==> src/iscbs_params.svh <==
// Constants of the two-wire stop/collision, rate counter and status block.
// Assumes byte-wide registers, one per aligned 32-bit word.
`ifndef ISCBS_PARAMS_SVH
`define ISCBS_PARAMS_SVH
// Register byte offsets
`define ISCBS_OFF_RELOAD 8'h00
`define ISCBS_OFF_BUF    8'h04
`define ISCBS_OFF_CTL1   8'h08
`define ISCBS_OFF_CTL2   8'h0C
`define ISCBS_OFF_CTL3   8'h10
`define ISCBS_OFF_MASK   8'h14
`define ISCBS_OFF_STAT   8'h18
`define ISCBS_OFF_FLAGS  8'h1C
// Reset values
`define ISCBS_RST_REG    8'h00
// Control one fields
`define ISCBS_C1_WCOL    7
`define ISCBS_C1_OV      6
`define ISCBS_C1_EN      5
// Control two fields
`define ISCBS_C2_ACK_REQUEST   4
`define ISCBS_C2_RECEIVE_REQUEST    3
`define ISCBS_C2_PEN     2
`define ISCBS_C2_RESTART_REQUEST    1
`define ISCBS_C2_SEN     0
// Status fields
`define ISCBS_ST_SMP     7
`define ISCBS_ST_CKE     6
`define ISCBS_ST_DA      5
`define ISCBS_ST_P       4
`define ISCBS_ST_S       3
`define ISCBS_ST_RW      2
`define ISCBS_ST_UA      1
`define ISCBS_ST_BF      0
// Event flag fields
`define ISCBS_FL_EVT     0
`define ISCBS_FL_COL     1
// Mode codes of control one bits 3..0
`define ISCBS_M_I2C_MST  4'h8
`define ISCBS_M_I2C_FW   4'hB
`define ISCBS_M_SPI_RATE 4'hA
// System clocks per rate counter step (Fosc/4 rule: two clocks per step)
`define ISCBS_RATE_PRESCALE 2
`endif

==> src/iscbs_pkg.sv <==
// Types of the two-wire stop/collision, rate counter and status block.
// Assumes iscbs_params.svh holds all numeric constants.
package iscbs_pkg;
   // Stop sequence states
   typedef enum logic [2:0] {
      SP_IDLE, SP_SDA_LOW, SP_SCL_REL, SP_HOLD, SP_SDA_REL, SP_TAIL
   } iscbs_stop_t;
   // Events from the byte sequencer, same clock, one-cycle pulses
   typedef struct packed {
      logic       rx_done;
      logic       tx_done;
      logic       op_done;
      logic       is_data;
      logic       addr_match;
      logic       rw_bit;
      logic       nack;
      logic       ua_set;
      logic       req_done;
      logic [7:0] rx_byte;
   } iscbs_evt_t;
   // Pad and shifter configuration
   typedef struct packed {
      logic slew_disable;
      logic smbus_levels;
      logic spi_sample_end;
      logic spi_tx_act_idle;
   } iscbs_cfg_t;
endpackage : iscbs_pkg

==> src/iscbs_top.sv <==
// Stop condition collision checks, rate counter and port status registers.
// Assumes a byte sequencer on the same clock supplies events and a
// Wishbone classic master reaches the registers.
// Function
// RULE_01: In stop, after SDA release and counter expiry, SDA low means collision.
// RULE_02: In stop, SCL sampled low before SDA goes high means collision.
// RULE_03: Stop: drive SDA low, release SCL, on SCL high load and count.
// RULE_04: Counter reloads from reload register; buffer write starts counting.
// RULE_05: When operation completes, counter stops and clock pin holds level.
// RULE_06: Counter reloads twice per generated clock period.
// RULE_07: Generated clock is Fosc divided by four times reload plus one.
// RULE_08: Software avoids reload values zero, one and two in two-wire mode.
// RULE_09: Two-wire: status bit 7 set disables slew control.
// RULE_10: SPI master: status bit 7 picks end or middle sampling.
// RULE_11: SPI: status bit 6 set changes data on active-to-idle edge.
// RULE_12: Two-wire: status bit 6 set selects SMBus input thresholds.
// RULE_13: Status bit 5 shows last byte was data, else address.
// RULE_14: Status bit 4 shows stop seen last; zero on reset or disable.
// RULE_15: Status bit 3 shows start seen last; zero on reset or disable.
// RULE_16: Slave: status bit 2 holds read/write until start, stop, nack.
// RULE_17: Master: status bit 2 shows transmit in progress; idle output.
// RULE_18: Ten-bit slave: status bit 1 asks for address update.
// RULE_19: Receive: status bit 0 sets when byte complete, buffer full.
// RULE_20: Two-wire transmit: status bit 0 high while data byte shifts.
// RULE_21: Collision sets collision flag and returns port to idle.
// RULE_22: A counter period after stop, clear stop request, set event flag.
// RULE_23: Pins pass two synchroniser flops before any check.
`timescale 1ns/1ns
`default_nettype none
`include "iscbs_params.svh"
module iscbs_top #(
   parameter int RATE_PRESCALE = `ISCBS_RATE_PRESCALE
) (
   // Clock and reset
   input  wire logic              CLOCK,
   input  wire logic              RST_N,
   // Wishbone classic slave
   input  wire logic              WB_CYC_I,
   input  wire logic              WB_STB_I,
   input  wire logic              WB_WE_I,
   input  wire logic [7:0]        WB_ADR_I,
   input  wire logic [3:0]        WB_SEL_I,
   input  wire logic [31:0]       WB_DAT_I,
   output logic [31:0]            WB_DAT_O,
   output logic                   WB_ACK_O,
   // Two-wire pins, enable low while pulling low
   input  wire logic              SCL_IN,
   output logic                   SCL_OUT,
   output logic                   SCL_OE_N,
   input  wire logic              SDA_IN,
   output logic                   SDA_OUT,
   output logic                   SDA_OE_N,
   // Byte sequencer side
   input  wire iscbs_pkg::iscbs_evt_t EVT,
   output logic                   TX_START,
   output logic [7:0]             TX_BYTE,
   output logic                   RATE_CLK,
   output logic                   PORT_IDLE,
   output logic                   COLLISION,
   output logic                   SERIAL_EVENT,
   output iscbs_pkg::iscbs_cfg_t  CFG
);
   import iscbs_pkg::*;

   // Elaboration check: the prescaler is an 8-bit counter
   if (RATE_PRESCALE < 1 || RATE_PRESCALE > 255) begin : g_bad_prescale
      $error("RATE_PRESCALE out of range");
   end

   logic [7:0]  reload, buffer, ctl1, ctl2, ctl3, mask, stat;
   logic        evt_flag, col_flag;
   logic [1:0]  scl_sy, sda_sy;
   logic        sda_prev;
   logic [7:0]  cnt, pre;
   logic        gen_run, gen_clk;
   iscbs_stop_t state;

   // Bus decode
   wire acc     = WB_CYC_I & WB_STB_I & ~WB_ACK_O;
   wire wr      = acc & WB_WE_I & WB_SEL_I[0];
   wire rd      = acc & ~WB_WE_I;
   wire [7:0] d = WB_DAT_I[7:0];
   wire en      = ctl1[`ISCBS_C1_EN];
   wire [3:0] mode = ctl1[3:0];

   function automatic logic is_i2c(input logic [3:0] m);
      is_i2c = (m == 4'h6) || (m == 4'h7) || (m == `ISCBS_M_I2C_MST) ||
               (m == `ISCBS_M_I2C_FW) || (m == 4'hE) || (m == 4'hF);
   endfunction : is_i2c

   wire i2c     = is_i2c(mode);
   wire i2c_mst = (mode == `ISCBS_M_I2C_MST);
   wire spi_mst = (mode[3:2] == 2'b00) || (mode == `ISCBS_M_SPI_RATE);
   wire ten_bit = (mode == 4'h7) || (mode == 4'hF);
   wire slave   = i2c & ~i2c_mst & (mode != `ISCBS_M_I2C_FW);

   // Synchronised pin levels; first stage feeds only the second
   always_ff @(posedge CLOCK or negedge RST_N) begin
      if (!RST_N) begin
         scl_sy   <= 2'h3;
         sda_sy   <= 2'h3;
         sda_prev <= 1'b1;
      end else begin
         scl_sy   <= {scl_sy[0], SCL_IN};   // RULE_23
         sda_sy   <= {sda_sy[0], SDA_IN};   // RULE_23
         sda_prev <= sda_sy[1];
      end
   end
   wire scl_s     = scl_sy[1];
   wire sda_s     = sda_sy[1];
   wire start_det = scl_s & sda_prev & ~sda_s;
   wire stop_det  = scl_s & ~sda_prev & sda_s;

   // Buffer write is refused while a stop sequence runs
   wire buf_wr    = wr && (WB_ADR_I == `ISCBS_OFF_BUF);
   wire buf_ok    = buf_wr && (state == SP_IDLE) && en;
   wire buf_rd    = rd && (WB_ADR_I == `ISCBS_OFF_BUF);

   // Stop sequence timing uses the rate counter
   wire fsm_run   = (state == SP_HOLD) || (state == SP_SDA_REL) ||
                    (state == SP_TAIL);
   wire run       = gen_run | fsm_run;
   wire tick      = (pre == 8'(RATE_PRESCALE - 1));
   wire expire    = run & tick & (cnt == 8'h00);
   logic fsm_load, collide, stop_done;

   // Stop sequence state machine
   always_comb begin
      fsm_load  = 1'b0;
      collide   = 1'b0;
      stop_done = 1'b0;
      case (state)
         SP_SCL_REL: fsm_load = scl_s;                      // RULE_03
         SP_HOLD: begin
            collide  = ~scl_s;                              // RULE_02
            fsm_load = scl_s & expire;
         end
         SP_SDA_REL: begin
            collide  = (~scl_s & ~sda_s) | (expire & ~sda_s); // RULE_01 RULE_02
            fsm_load = expire & sda_s;
         end
         SP_TAIL: stop_done = expire;                       // RULE_22
         default: fsm_load = 1'b0;
      endcase
   end

   always_ff @(posedge CLOCK or negedge RST_N) begin
      if (!RST_N) begin
         state <= SP_IDLE;
      end else if (!en || collide) begin
         state <= SP_IDLE;                                  // RULE_21
      end else begin
         case (state)
            SP_IDLE:
               if (ctl2[`ISCBS_C2_PEN] && i2c_mst) begin
                  state <= SP_SDA_LOW;                      // RULE_03
               end
            SP_SDA_LOW: if (!sda_s && !scl_s) state <= SP_SCL_REL; // RULE_03
            SP_SCL_REL: if (scl_s) state <= SP_HOLD;
            SP_HOLD:    if (expire) state <= SP_SDA_REL;
            SP_SDA_REL: if (expire) state <= SP_TAIL;
            SP_TAIL:    if (expire) state <= SP_IDLE;
            default:    state <= SP_IDLE;
         endcase
      end
   end

   // Pin drivers: SDA low from request until release, SCL low until sampled
   always_ff @(posedge CLOCK or negedge RST_N) begin
      if (!RST_N) begin
         SCL_OUT  <= 1'b0;
         SDA_OUT  <= 1'b0;
         SCL_OE_N <= 1'b1;
         SDA_OE_N <= 1'b1;
      end else begin
         SCL_OUT  <= 1'b0;
         SDA_OUT  <= 1'b0;
         // Hold SCL until both lines are seen low, so a stale synchronised
         // high cannot pass for the released clock in the next state
         SCL_OE_N <= !(en && !collide && (state == SP_IDLE ?
                       ctl2[`ISCBS_C2_PEN] && i2c_mst : state == SP_SDA_LOW &&
                       (sda_s || scl_s)));                  // RULE_03
         SDA_OE_N <= !(en && !collide && (state == SP_IDLE ?
                       ctl2[`ISCBS_C2_PEN] && i2c_mst :
                       state inside {SP_SDA_LOW, SP_SCL_REL} ||
                       (state == SP_HOLD && !expire)));
      end
   end

   // Rate counter: reload on each expiry gives two reloads per period
   always_ff @(posedge CLOCK or negedge RST_N) begin
      if (!RST_N) begin
         cnt <= 8'h00;
         pre <= 8'h00;
      end else if (fsm_load || buf_ok) begin
         cnt <= reload;                                     // RULE_04
         pre <= 8'h00;
      end else if (run) begin
         pre <= tick ? 8'h00 : pre + 8'h01;
         if (tick) begin
            cnt <= (cnt == 8'h00) ? reload : cnt - 8'h01;   // RULE_06 RULE_07
         end
      end
   end

   // Generated clock runs from buffer write until the operation ends
   always_ff @(posedge CLOCK or negedge RST_N) begin
      if (!RST_N) begin
         gen_run <= 1'b0;
         gen_clk <= 1'b0;
      end else begin
         if (!en || collide || EVT.op_done) begin
            gen_run <= 1'b0;                                // RULE_05
         end else if (buf_ok) begin
            gen_run <= 1'b1;                                // RULE_04
         end
         if (expire && gen_run) begin
            gen_clk <= ~gen_clk;                            // RULE_07
         end
      end
   end

   // Software registers; hardware sets win over software clears
   always_ff @(posedge CLOCK or negedge RST_N) begin
      if (!RST_N) begin
         reload <= `ISCBS_RST_REG;
         ctl1   <= `ISCBS_RST_REG;
         ctl3   <= `ISCBS_RST_REG;
         mask   <= `ISCBS_RST_REG;
      end else begin
         if (wr && WB_ADR_I == `ISCBS_OFF_RELOAD) reload <= d;
         if (wr && WB_ADR_I == `ISCBS_OFF_CTL3) ctl3 <= {1'b0, d[6:0]};
         if (wr && WB_ADR_I == `ISCBS_OFF_MASK) mask <= d;
         if (wr && WB_ADR_I == `ISCBS_OFF_CTL1) begin
            ctl1[5:0] <= d[5:0];
            ctl1[7:6] <= ctl1[7:6] & d[7:6];
         end
         if (buf_wr && !buf_ok) ctl1[`ISCBS_C1_WCOL] <= 1'b1;
         if (EVT.rx_done && en && stat[`ISCBS_ST_BF]) begin
            ctl1[`ISCBS_C1_OV] <= 1'b1;
         end
      end
   end

   // Request bits: software sets, hardware clears on completion or collision
   always_ff @(posedge CLOCK or negedge RST_N) begin
      if (!RST_N) begin
         ctl2 <= `ISCBS_RST_REG;
      end else if (!en || collide) begin
         ctl2 <= ctl2 & 8'hE0;                              // RULE_21
      end else begin
         if (wr && WB_ADR_I == `ISCBS_OFF_CTL2) ctl2 <= d;
         if (stop_done) ctl2[`ISCBS_C2_PEN] <= 1'b0;       // RULE_22
         if (EVT.req_done) begin
            ctl2[`ISCBS_C2_SEN]   <= 1'b0;
            ctl2[`ISCBS_C2_RESTART_REQUEST]  <= 1'b0;
            ctl2[`ISCBS_C2_RECEIVE_REQUEST]  <= 1'b0;
            ctl2[`ISCBS_C2_ACK_REQUEST] <= 1'b0;
         end
      end
   end

   // Transfer buffer: receive loads it, accepted writes replace it
   always_ff @(posedge CLOCK or negedge RST_N) begin
      if (!RST_N) begin
         buffer   <= `ISCBS_RST_REG;
         TX_START <= 1'b0;
      end else begin
         TX_START <= buf_ok;
         if (buf_ok) begin
            buffer <= d;
         end else if (EVT.rx_done && en) begin
            buffer <= EVT.rx_byte;
         end
      end
   end

   // Status bits 7 and 6 are software settings
   always_ff @(posedge CLOCK or negedge RST_N) begin
      if (!RST_N) begin
         stat[7:6] <= 2'h0;
      end else if (wr && WB_ADR_I == `ISCBS_OFF_STAT) begin
         stat[7:6] <= d[7:6];
      end
   end

   // Bus condition and byte type tracking
   always_ff @(posedge CLOCK or negedge RST_N) begin
      if (!RST_N) begin
         stat[5:3] <= 3'h0;
      end else if (!en) begin
         stat[`ISCBS_ST_P] <= 1'b0;                         // RULE_14
         stat[`ISCBS_ST_S] <= 1'b0;                         // RULE_15
      end else begin
         if (EVT.rx_done || EVT.tx_done) begin
            stat[`ISCBS_ST_DA] <= EVT.is_data;              // RULE_13
         end
         if (stop_det) begin
            stat[`ISCBS_ST_P] <= 1'b1;                      // RULE_14
            stat[`ISCBS_ST_S] <= 1'b0;
         end else if (start_det) begin
            stat[`ISCBS_ST_S] <= 1'b1;                      // RULE_15
            stat[`ISCBS_ST_P] <= 1'b0;
         end
      end
   end

   // Direction or transmit-active bit
   always_ff @(posedge CLOCK or negedge RST_N) begin
      if (!RST_N) begin
         stat[`ISCBS_ST_RW] <= 1'b0;
      end else if (!en || collide) begin
         stat[`ISCBS_ST_RW] <= 1'b0;
      end else if (slave) begin
         if (EVT.addr_match) begin
            stat[`ISCBS_ST_RW] <= EVT.rw_bit;               // RULE_16
         end else if (start_det || stop_det || EVT.nack) begin
            stat[`ISCBS_ST_RW] <= 1'b0;                     // RULE_16
         end
      end else if (buf_ok) begin
         stat[`ISCBS_ST_RW] <= 1'b1;                        // RULE_17
      end else if (EVT.tx_done) begin
         stat[`ISCBS_ST_RW] <= 1'b0;
      end
   end

   // Address update request, cleared by writing the reload register
   always_ff @(posedge CLOCK or negedge RST_N) begin
      if (!RST_N) begin
         stat[`ISCBS_ST_UA] <= 1'b0;
      end else if (EVT.ua_set && ten_bit && en) begin
         stat[`ISCBS_ST_UA] <= 1'b1;                        // RULE_18
      end else if (!en || (wr && WB_ADR_I == `ISCBS_OFF_RELOAD)) begin
         stat[`ISCBS_ST_UA] <= 1'b0;
      end
   end

   // Buffer full: receive or two-wire transmit load sets, read or byte end clears
   always_ff @(posedge CLOCK or negedge RST_N) begin
      if (!RST_N) begin
         stat[`ISCBS_ST_BF] <= 1'b0;
      end else if (EVT.rx_done && en) begin
         stat[`ISCBS_ST_BF] <= 1'b1;                        // RULE_19
      end else if (buf_ok && i2c) begin
         stat[`ISCBS_ST_BF] <= 1'b1;                        // RULE_20
      end else if (!en || collide || buf_rd || EVT.tx_done) begin
         stat[`ISCBS_ST_BF] <= 1'b0;                        // RULE_20
      end
   end

   // Event flags, write one to clear; a same-cycle set wins
   always_ff @(posedge CLOCK or negedge RST_N) begin
      if (!RST_N) begin
         evt_flag <= 1'b0;
         col_flag <= 1'b0;
      end else begin
         if (stop_done) begin
            evt_flag <= 1'b1;                               // RULE_22
         end else if (wr && WB_ADR_I == `ISCBS_OFF_FLAGS &&
                      d[`ISCBS_FL_EVT]) begin
            evt_flag <= 1'b0;
         end
         if (collide) begin
            col_flag <= 1'b1;                               // RULE_21
         end else if (wr && WB_ADR_I == `ISCBS_OFF_FLAGS &&
                      d[`ISCBS_FL_COL]) begin
            col_flag <= 1'b0;
         end
      end
   end

   // Registered outputs towards pads, shifter and sequencer
   always_ff @(posedge CLOCK or negedge RST_N) begin
      if (!RST_N) begin
         CFG          <= '0;
         RATE_CLK     <= 1'b0;
         PORT_IDLE    <= 1'b1;
         COLLISION    <= 1'b0;
         SERIAL_EVENT <= 1'b0;
         TX_BYTE      <= 8'h00;
      end else begin
         CFG.slew_disable    <= i2c & stat[`ISCBS_ST_SMP];     // RULE_09
         CFG.smbus_levels    <= i2c & stat[`ISCBS_ST_CKE];     // RULE_12
         CFG.spi_sample_end  <= spi_mst & stat[`ISCBS_ST_SMP]; // RULE_10
         CFG.spi_tx_act_idle <= ~i2c & stat[`ISCBS_ST_CKE];    // RULE_11
         RATE_CLK     <= gen_clk;                              // RULE_05
         PORT_IDLE    <= ~(stat[`ISCBS_ST_RW] | (|ctl2[4:0])); // RULE_17
         COLLISION    <= col_flag;
         SERIAL_EVENT <= evt_flag;
         TX_BYTE      <= buffer;
      end
   end

   // Bus answer one cycle after request; unmapped reads return zero
   always_ff @(posedge CLOCK or negedge RST_N) begin
      if (!RST_N) begin
         WB_ACK_O <= 1'b0;
         WB_DAT_O <= 32'h0000_0000;
      end else begin
         WB_ACK_O <= acc;
         if (rd) begin
            if (WB_ADR_I == `ISCBS_OFF_RELOAD) WB_DAT_O <= {24'h0, reload};
            else if (WB_ADR_I == `ISCBS_OFF_BUF) WB_DAT_O <= {24'h0, buffer};
            else if (WB_ADR_I == `ISCBS_OFF_CTL1) WB_DAT_O <= {24'h0, ctl1};
            else if (WB_ADR_I == `ISCBS_OFF_CTL2) WB_DAT_O <= {24'h0, ctl2};
            else if (WB_ADR_I == `ISCBS_OFF_CTL3) WB_DAT_O <= {24'h0, ctl3};
            else if (WB_ADR_I == `ISCBS_OFF_MASK) WB_DAT_O <= {24'h0, mask};
            else if (WB_ADR_I == `ISCBS_OFF_STAT) WB_DAT_O <= {24'h0, stat};
            else if (WB_ADR_I == `ISCBS_OFF_FLAGS)
               WB_DAT_O <= {30'h0, col_flag, evt_flag};
            else WB_DAT_O <= 32'h0000_0000;
         end
      end
   end

   // Half period measured between expiries with no reload in between
   logic [15:0] hc;
   logic        seen;
   always_ff @(posedge CLOCK or negedge RST_N) begin
      if (!RST_N) begin
         hc   <= 16'h0000;
         seen <= 1'b0;
      end else begin
         hc   <= (fsm_load || buf_ok || expire) ? 16'h0000 : hc + 16'h0001;
         seen <= (fsm_load || buf_ok || wr) ? 1'b0 : (seen | expire);
      end
   end
endmodule : iscbs_top
`default_nettype wire

==> config.mk <==
export PLATFORM = sky130hd
export DESIGN_NAME = iscbs_top
export DESIGN_NICKNAME = d
export VERILOG_FILES = /design/src/iscbs_pkg.sv /design/src/iscbs_top.sv
export VERILOG_INCLUDE_DIRS = /design/src /design/src/src
export SDC_FILE = /design/constraint.sdc
export NUM_CORES = 1
export LEC_CHECK = 0
export BUFFER_PORTS_ARGS = -buffer_cell sky130_fd_sc_hd__buf_2
export CAP_MARGIN = 20
export CORE_AREA = 2 2 101 142
export DETAILED_ROUTE_END_ITERATION = 10
export DIE_AREA = 0 0 103 144
export PLACE_DENSITY_LB_ADDON = 0.05
export SYNTH_ARGS = -nofsm -noshare
export SYNTH_HDL_FRONTEND = slang
export SYNTH_SLANG_ARGS = --single-unit
==> constraint.sdc <==
create_clock -name CLOCK -period 4.9 [get_ports CLOCK]
set_clock_uncertainty 0.2 [all_clocks]
set_input_delay 0.49 -clock CLOCK [delete_from_list [all_inputs] [get_ports CLOCK]]
set_output_delay 0.49 -clock CLOCK [all_outputs]
set_load 0.02 [all_outputs]
[After elaboration in Yosys (flattened, before gate mapping)]
Cells that the tools add are included.
Storage, ports and cells
  flip-flop bits (word level): 135
  output and inout port bits: 54
Operators by class
  $add $sub $neg: 2
  equality and inequality tests: 29
  muxes and demuxes: 58
  bitwise logic cells: 35
  reductions and logical operators: 79
Operators by type and width (count)
  two-way mux 8 bit: 17
  == test 8 x 5 -> 1 bit (second input constant): 4
  logical AND 1 bit: 27
  two-way mux 1 bit: 23
  AND 1 bit: 21
  two-way mux 3 bit: 7
  == test 4 bit (second input constant): 5
  logical OR 1 bit: 20
  nonzero test 2 bit: 10
  one-hot mux 3 bit (6 select lines): 1
  == test 8 x 4 -> 1 bit (second input constant): 2
  logical NOT 8 bit: 2
  != test 3 x 2 -> 1 bit (second input constant): 5
  two-way mux 2 bit: 6
  two-way mux 5 bit: 2
  inverter 1 bit: 10
  nonzero test 3 bit: 3
  adder 8 x 1 -> 8 bit (second input constant): 1
  == test 4 x 3 -> 1 bit (second input constant): 2
  == test 8 x 1 -> 1 bit (second input constant): 1
  == test 8 x 3 -> 1 bit (second input constant): 1
  logical NOT 1 bit: 8
  AND reduction 2 bit: 4
  subtractor 8 x 1 -> 8 bit (second input constant): 1
  15 further kinds: 20

[Logic depth before layout (Yosys ltp)]
  depth after elaboration: 15
  depth in mapped cells: 8
  depth with buffers taken out: 7

[Worst setup path after synthesis]
Ideal clock, no wire load.
  kind: input to register
  start: in WB_ADR_I[7]
  end: reg ctl2[5]
  library setup time: 127 ps
  arrival: 2171 ps
  required time: 4573 ps
  slack: 2402 ps
  stages on the path: 7
  buffers on the path: 2
  cells stage by stage: or4_1 -> buf_2 -> nor3_4 -> and2_1 -> buf_4 -> and2b_2 -> mux2_1
On the way
  word-level cells in the longest chain between the ends: 3
RTL lines
  start, declared: RTL line iscbs_top.sv:41  | input wire logic [7:0] WB_ADR_I,
  == test 8 x 4 -> 1 bit (no source line)
  logical AND 1 bit (no source line)
  AND reduction 2 bit (no source line)
  end signal, assigned: RTL line iscbs_top.sv:248  | ctl2 <= `ISCBS_RST_REG;
  end signal, assigned: RTL line iscbs_top.sv:250  | ctl2 <= ctl2 & 8'hE0;
  end, declared: RTL line iscbs_top.sv:70  | logic [7:0] reload, buffer, ctl1, ctl2, ctl3, mask, stat;
No other way between the ends.
A chain may end at the register's enable or synchronous reset.

[Final worst setup path]
  start: reg state[2]
  end: reg pre[6]
On the way
  word-level cells in the longest chain between the ends: 10
  elaborated cells between the ends (all ways): 18
  classes of those cells: 4 x eq/ne; 2 x mux; 5 x bitwise; 7 x reduce/logical
RTL lines
  start, declared: RTL line iscbs_top.sv:76  | iscbs_stop_t state;
  start signal, assigned: RTL line iscbs_top.sv:149  | state <= SP_IDLE;
  start signal, assigned: RTL line iscbs_top.sv:151  | state <= SP_IDLE;
  start signal, assigned: RTL line iscbs_top.sv:156  | state <= SP_SDA_LOW;
  == test 3 x 2 -> 1 bit or == test 3 bit (tied branches): RTL line iscbs_top.sv:120, iscbs_top.sv:132
  logical OR 1 bit (2 in series): RTL line iscbs_top.sv:120  | wire fsm_run = (state == SP_HOLD) || (state == SP_SDA_REL) ||
  OR 1 bit: RTL line iscbs_top.sv:122  | wire run = gen_run | fsm_run;
  AND 1 bit (2 in series): RTL line iscbs_top.sv:124  | wire expire = run & tick & (cnt == 8'h00);
  AND 1 bit (on tied branches): RTL line iscbs_top.sv:140, iscbs_top.sv:136
  one-hot mux 1 bit (3 select lines): RTL line iscbs_top.sv:132  | case (state)
  logical OR 1 bit
  two-way mux 8 bit or nonzero test 2 bit (tied branches)
  end signal, assigned: RTL line iscbs_top.sv:199  | pre <= tick ? 8'h00 : pre + 8'h01;
  end, declared: RTL line iscbs_top.sv:74  | logic [7:0] cnt, pre;
Several ways; a longest one is shown, not always the timed one.

==> impl_results.md <==
* Worst Path Max Fanout at 17
* Worst IR Drop VDD at 0.000181 V
* Worst-Margin Slew at 933 ps
* Average size of a mapped cell at 10.1 um2
* Post-Synthesis Cells at 560
* Diode count at 0
* Number of max-cap violations at 0
* Sw frac at 25.8%
* Routed wire length at 15.4 mm
* Final Max Slew Viols at 0
* Final setup viols at 0
* Total core area at 0.0137 mm2
* Depth of the CTS H-tree at 3
* Reg-to-reg slack, setup at 2000 ps
* Sum Neg Setup Slack at 0 ps
* Initial Util at 41.6%
* Port Buf Inserts at 68
* Top Ports at 122
* Clock power frac at 39.9%
* Seq/Total Area, Yosys at 49.1%
* Post-CTS Setup Bufs at 0
* Asr flop ratio synth at 100%
* CTS max path bufs at 2
* Worst R2R Start: state[2]
* Synth Cell Area at 0.00568 mm2
* Drt first pass iters at 5
* Reg-to-Reg End: pre[6]
* Seq pwr share at 52.7%
* Status: complete, no violations
* CTS Hold Bufs at 0
* Minimum clock period at 2900 ps
* Crit. End Element: register
* Resized cells post-CTS at 0
* PwrDens at 282 mW/mm2
* Clock root cell: clkbuf_16
* Wire length per cell at 19.1 um
* Hold slack at 28.6 ps
* Worst Hold End: sda_sy[0]
* RSZ-0062 raised after global routing: false
* Fin. Hold Viols at 0
* Clock sinks at 111
* Congestion Overflow GR at 0
* Via density at 5.42
* Power Total at 1790 uW
* First-pass GRT wire length at 24.7 mm
* Num CTS Buffers at 9
* Residual DRC at 0
* Path depth of the worst reg2reg path at 5
* WS Path Type: reg -> reg
* Final core occ at 46.7%
* Hold Path Depth at 1
* LEAKAGE at 0.00300 uW
* Hold_sp: SDA_IN
* Worst skew pair latency at 360 ps
* Post-DP HPWL at 11.5 mm
* Slew headroom at 37.8%
* Post-synth EDFFs at 0
* Die X at 103 um
* Tot GR Track Use at 22.3%
* Vias at 4376
* Library cells used by synthesis at 69
* Vias in the first global route at 4479
* Share of layout cells above drive strength 1 at 22.2%
* Initial DRC count at 212
* Die Y at 144 um
* CTS tree: done
* Final net count at 689
* Power Internal at 1330 uW
* Rows at 51
* Count of state elements after synthesis at 111
* Clk slew on worst S/H paths at 80 ps
* Logic pwr share at 7.5%
* Synth-to-Final Area Change at 12.1%
* Final period util at 59.2%
* Worst EP required at 4990 ps
* Yosys warns at 0
* Post-route antenna net violation count at 0
* Critical path arrival at 2990 ps
* Initial antenna violation count at 0
* Final RePlAce weighted congestion at 0.906
* CP Launch Type: register
* Top FF cell, synth: dfrtp_1
* Largest net degree at the start of global routing at 73
* Net Sw Power at 462 uW
* Fmax at 0.345 GHz
* Worst hold path type: in -> reg
* Die area at 0.0148 mm2
[how the worst max path moves through the flow]
stage | end | cells after the start | slack, ps | startpoint
floorplan | ctl2[5] | 7 | 2400 | WB_ADR_I[7]
global placement | ctl2[5] | 6 | 1870 | WB_ADR_I[7]
detailed placement | ctl2[6] | 6 | 1850 | WB_ADR_I[7]
CTS | pre[6] | 5 | 2010 | state[2]
global route | pre[6] | 5 | 1750 | state[1]
finish | pre[6] | 5 | 2000 | state[2]
[flip-flops by register name, summed over array words and instances, names as in the netlist, 2 cells and up]
register	flops
state	3
buffer	8
ctl1	8
CFG	4
stat	8
pre	8
reload	8
WB_DAT_O	8
ctl3	7
mask	8
sda_sy	2
ctl2	8
cnt	8
scl_sy	2
TX_BYTE	8
[kinds of logic after synthesis]
| family | count (synthesis) | share of synthesized area (%) |
|---|---|---|
| buf+inv | 66 | 6.23 |
| compound gates | 120 | 13.7 |
| mux | 51 | 9.71 |
| other cells | 1 | 0.0660 |
| fa+ha+maj | 3 | 0.661 |
| simple gates | 203 | 19.8 |
| flops | 111 | 49.1 |
| xor+xnor | 5 | 0.771 |
[cells in the mapped netlist, types with 3 or more instances]
cell	instances	area, um2
a211oi_1	3	22.5
a21oi_1	30	150
a221oi_1	4	35.0
a22oi_1	5	37.5
and2_1	6	37.5
and3_1	3	18.8
and3b_1	3	26.3
buf_2	4	20.0
buf_4	27	203
clkbuf_1	18	67.6
dfrtp_1	103	2580
dfstp_2	8	210
ha_1	3	37.5
inv_1	16	60.1
mux2_1	3	33.8
mux2_2	30	338
mux2i_1	18	180
nand2_1	50	188
nand2b_1	14	87.6
nand3_1	13	65.1
nand4_1	7	43.8
nor2_1	32	120
nor2b_1	14	87.6
nor3_1	21	105
nor3b_1	3	22.5
nor4b_1	6	52.6
o211ai_1	3	22.5
o21a_1	3	22.5
o21ai_0	37	185
o221ai_1	6	52.6
o22ai_1	3	18.8
o2bb2ai_1	4	35.0
o31ai_1	3	22.5
or2_2	3	18.8
or3_1	7	43.8
or4_1	5	37.5
xnor2_1	3	26.3
[through the flow]
| stage | worst slack (ps) | instance area (um2) | std cells |
|---|---|---|---|
| after floorplan | 2400 | 5780 | 585 |
| after global placement | 1870 | 6090 | 792 |
| after detailed placement | 1850 | 6090 | 792 |
| after CTS | 2010 | 6370 | 808 |
| after global routing | 1750 | 6370 | 808 |
| final | 2000 | 6370 | 808 |
[layer usage]
layer  share of wire (%)  wire, um  up-vias  GRT usage, %
li1                    -         -     2079             -
met1                  41      6320     2170          28.1
met2                  53      8100      103          38.0
met3                 3.6       553       24          3.96
met4                 2.7       418        0          8.17
met5                   0         0        -             0
[final cells by class]
type | count | area (um2)
Inverter | 16 | 60.1
Timing Repair Buffer | 72 | 373
Fill cell | 1367 | 7280
Clock buffer | 10 | 239
Clock inverter | 6 | 45.0
Tap cell | 185 | 231
Multi-Input combinational cell | 408 | 2640
Sequential cell | 111 | 2790
[power groups by stage]
stage,combinational [uW],sequential [uW],clock [uW]
floorplan,76.0,967,0
global placement,134,962,0
detailed placement,136,962,0
CTS,136,945,732
global route,151,947,772
finish,134,945,715
[layout by cell type, fill, tap and decap left out, types with 7 or more instances in the layout]
cell type / instances
o21ai_0: 37
nor2_1: 32
nand2_1: 50
nand2b_1: 14
mux2_2: 30
inv_1: 16
nor3_1: 21
buf_2: 67
or3_1: 7
conb_1: 26
dfrtp_1: 103
mux2i_1: 18
a21oi_1: 30
nor2b_1: 14
nand4_1: 7
dfstp_2: 8
nand3_1: 13
clkbuf_16: 9
[worst max-delay path, cell delays in order (launching register included)]
cell      delay (ps)
dfrtp_1          510
nor2b_1          280
o311ai_4         690
o211ai_1         470
or4_1            600
o21ai_0           80
Power figures use the tool's default switching activity.
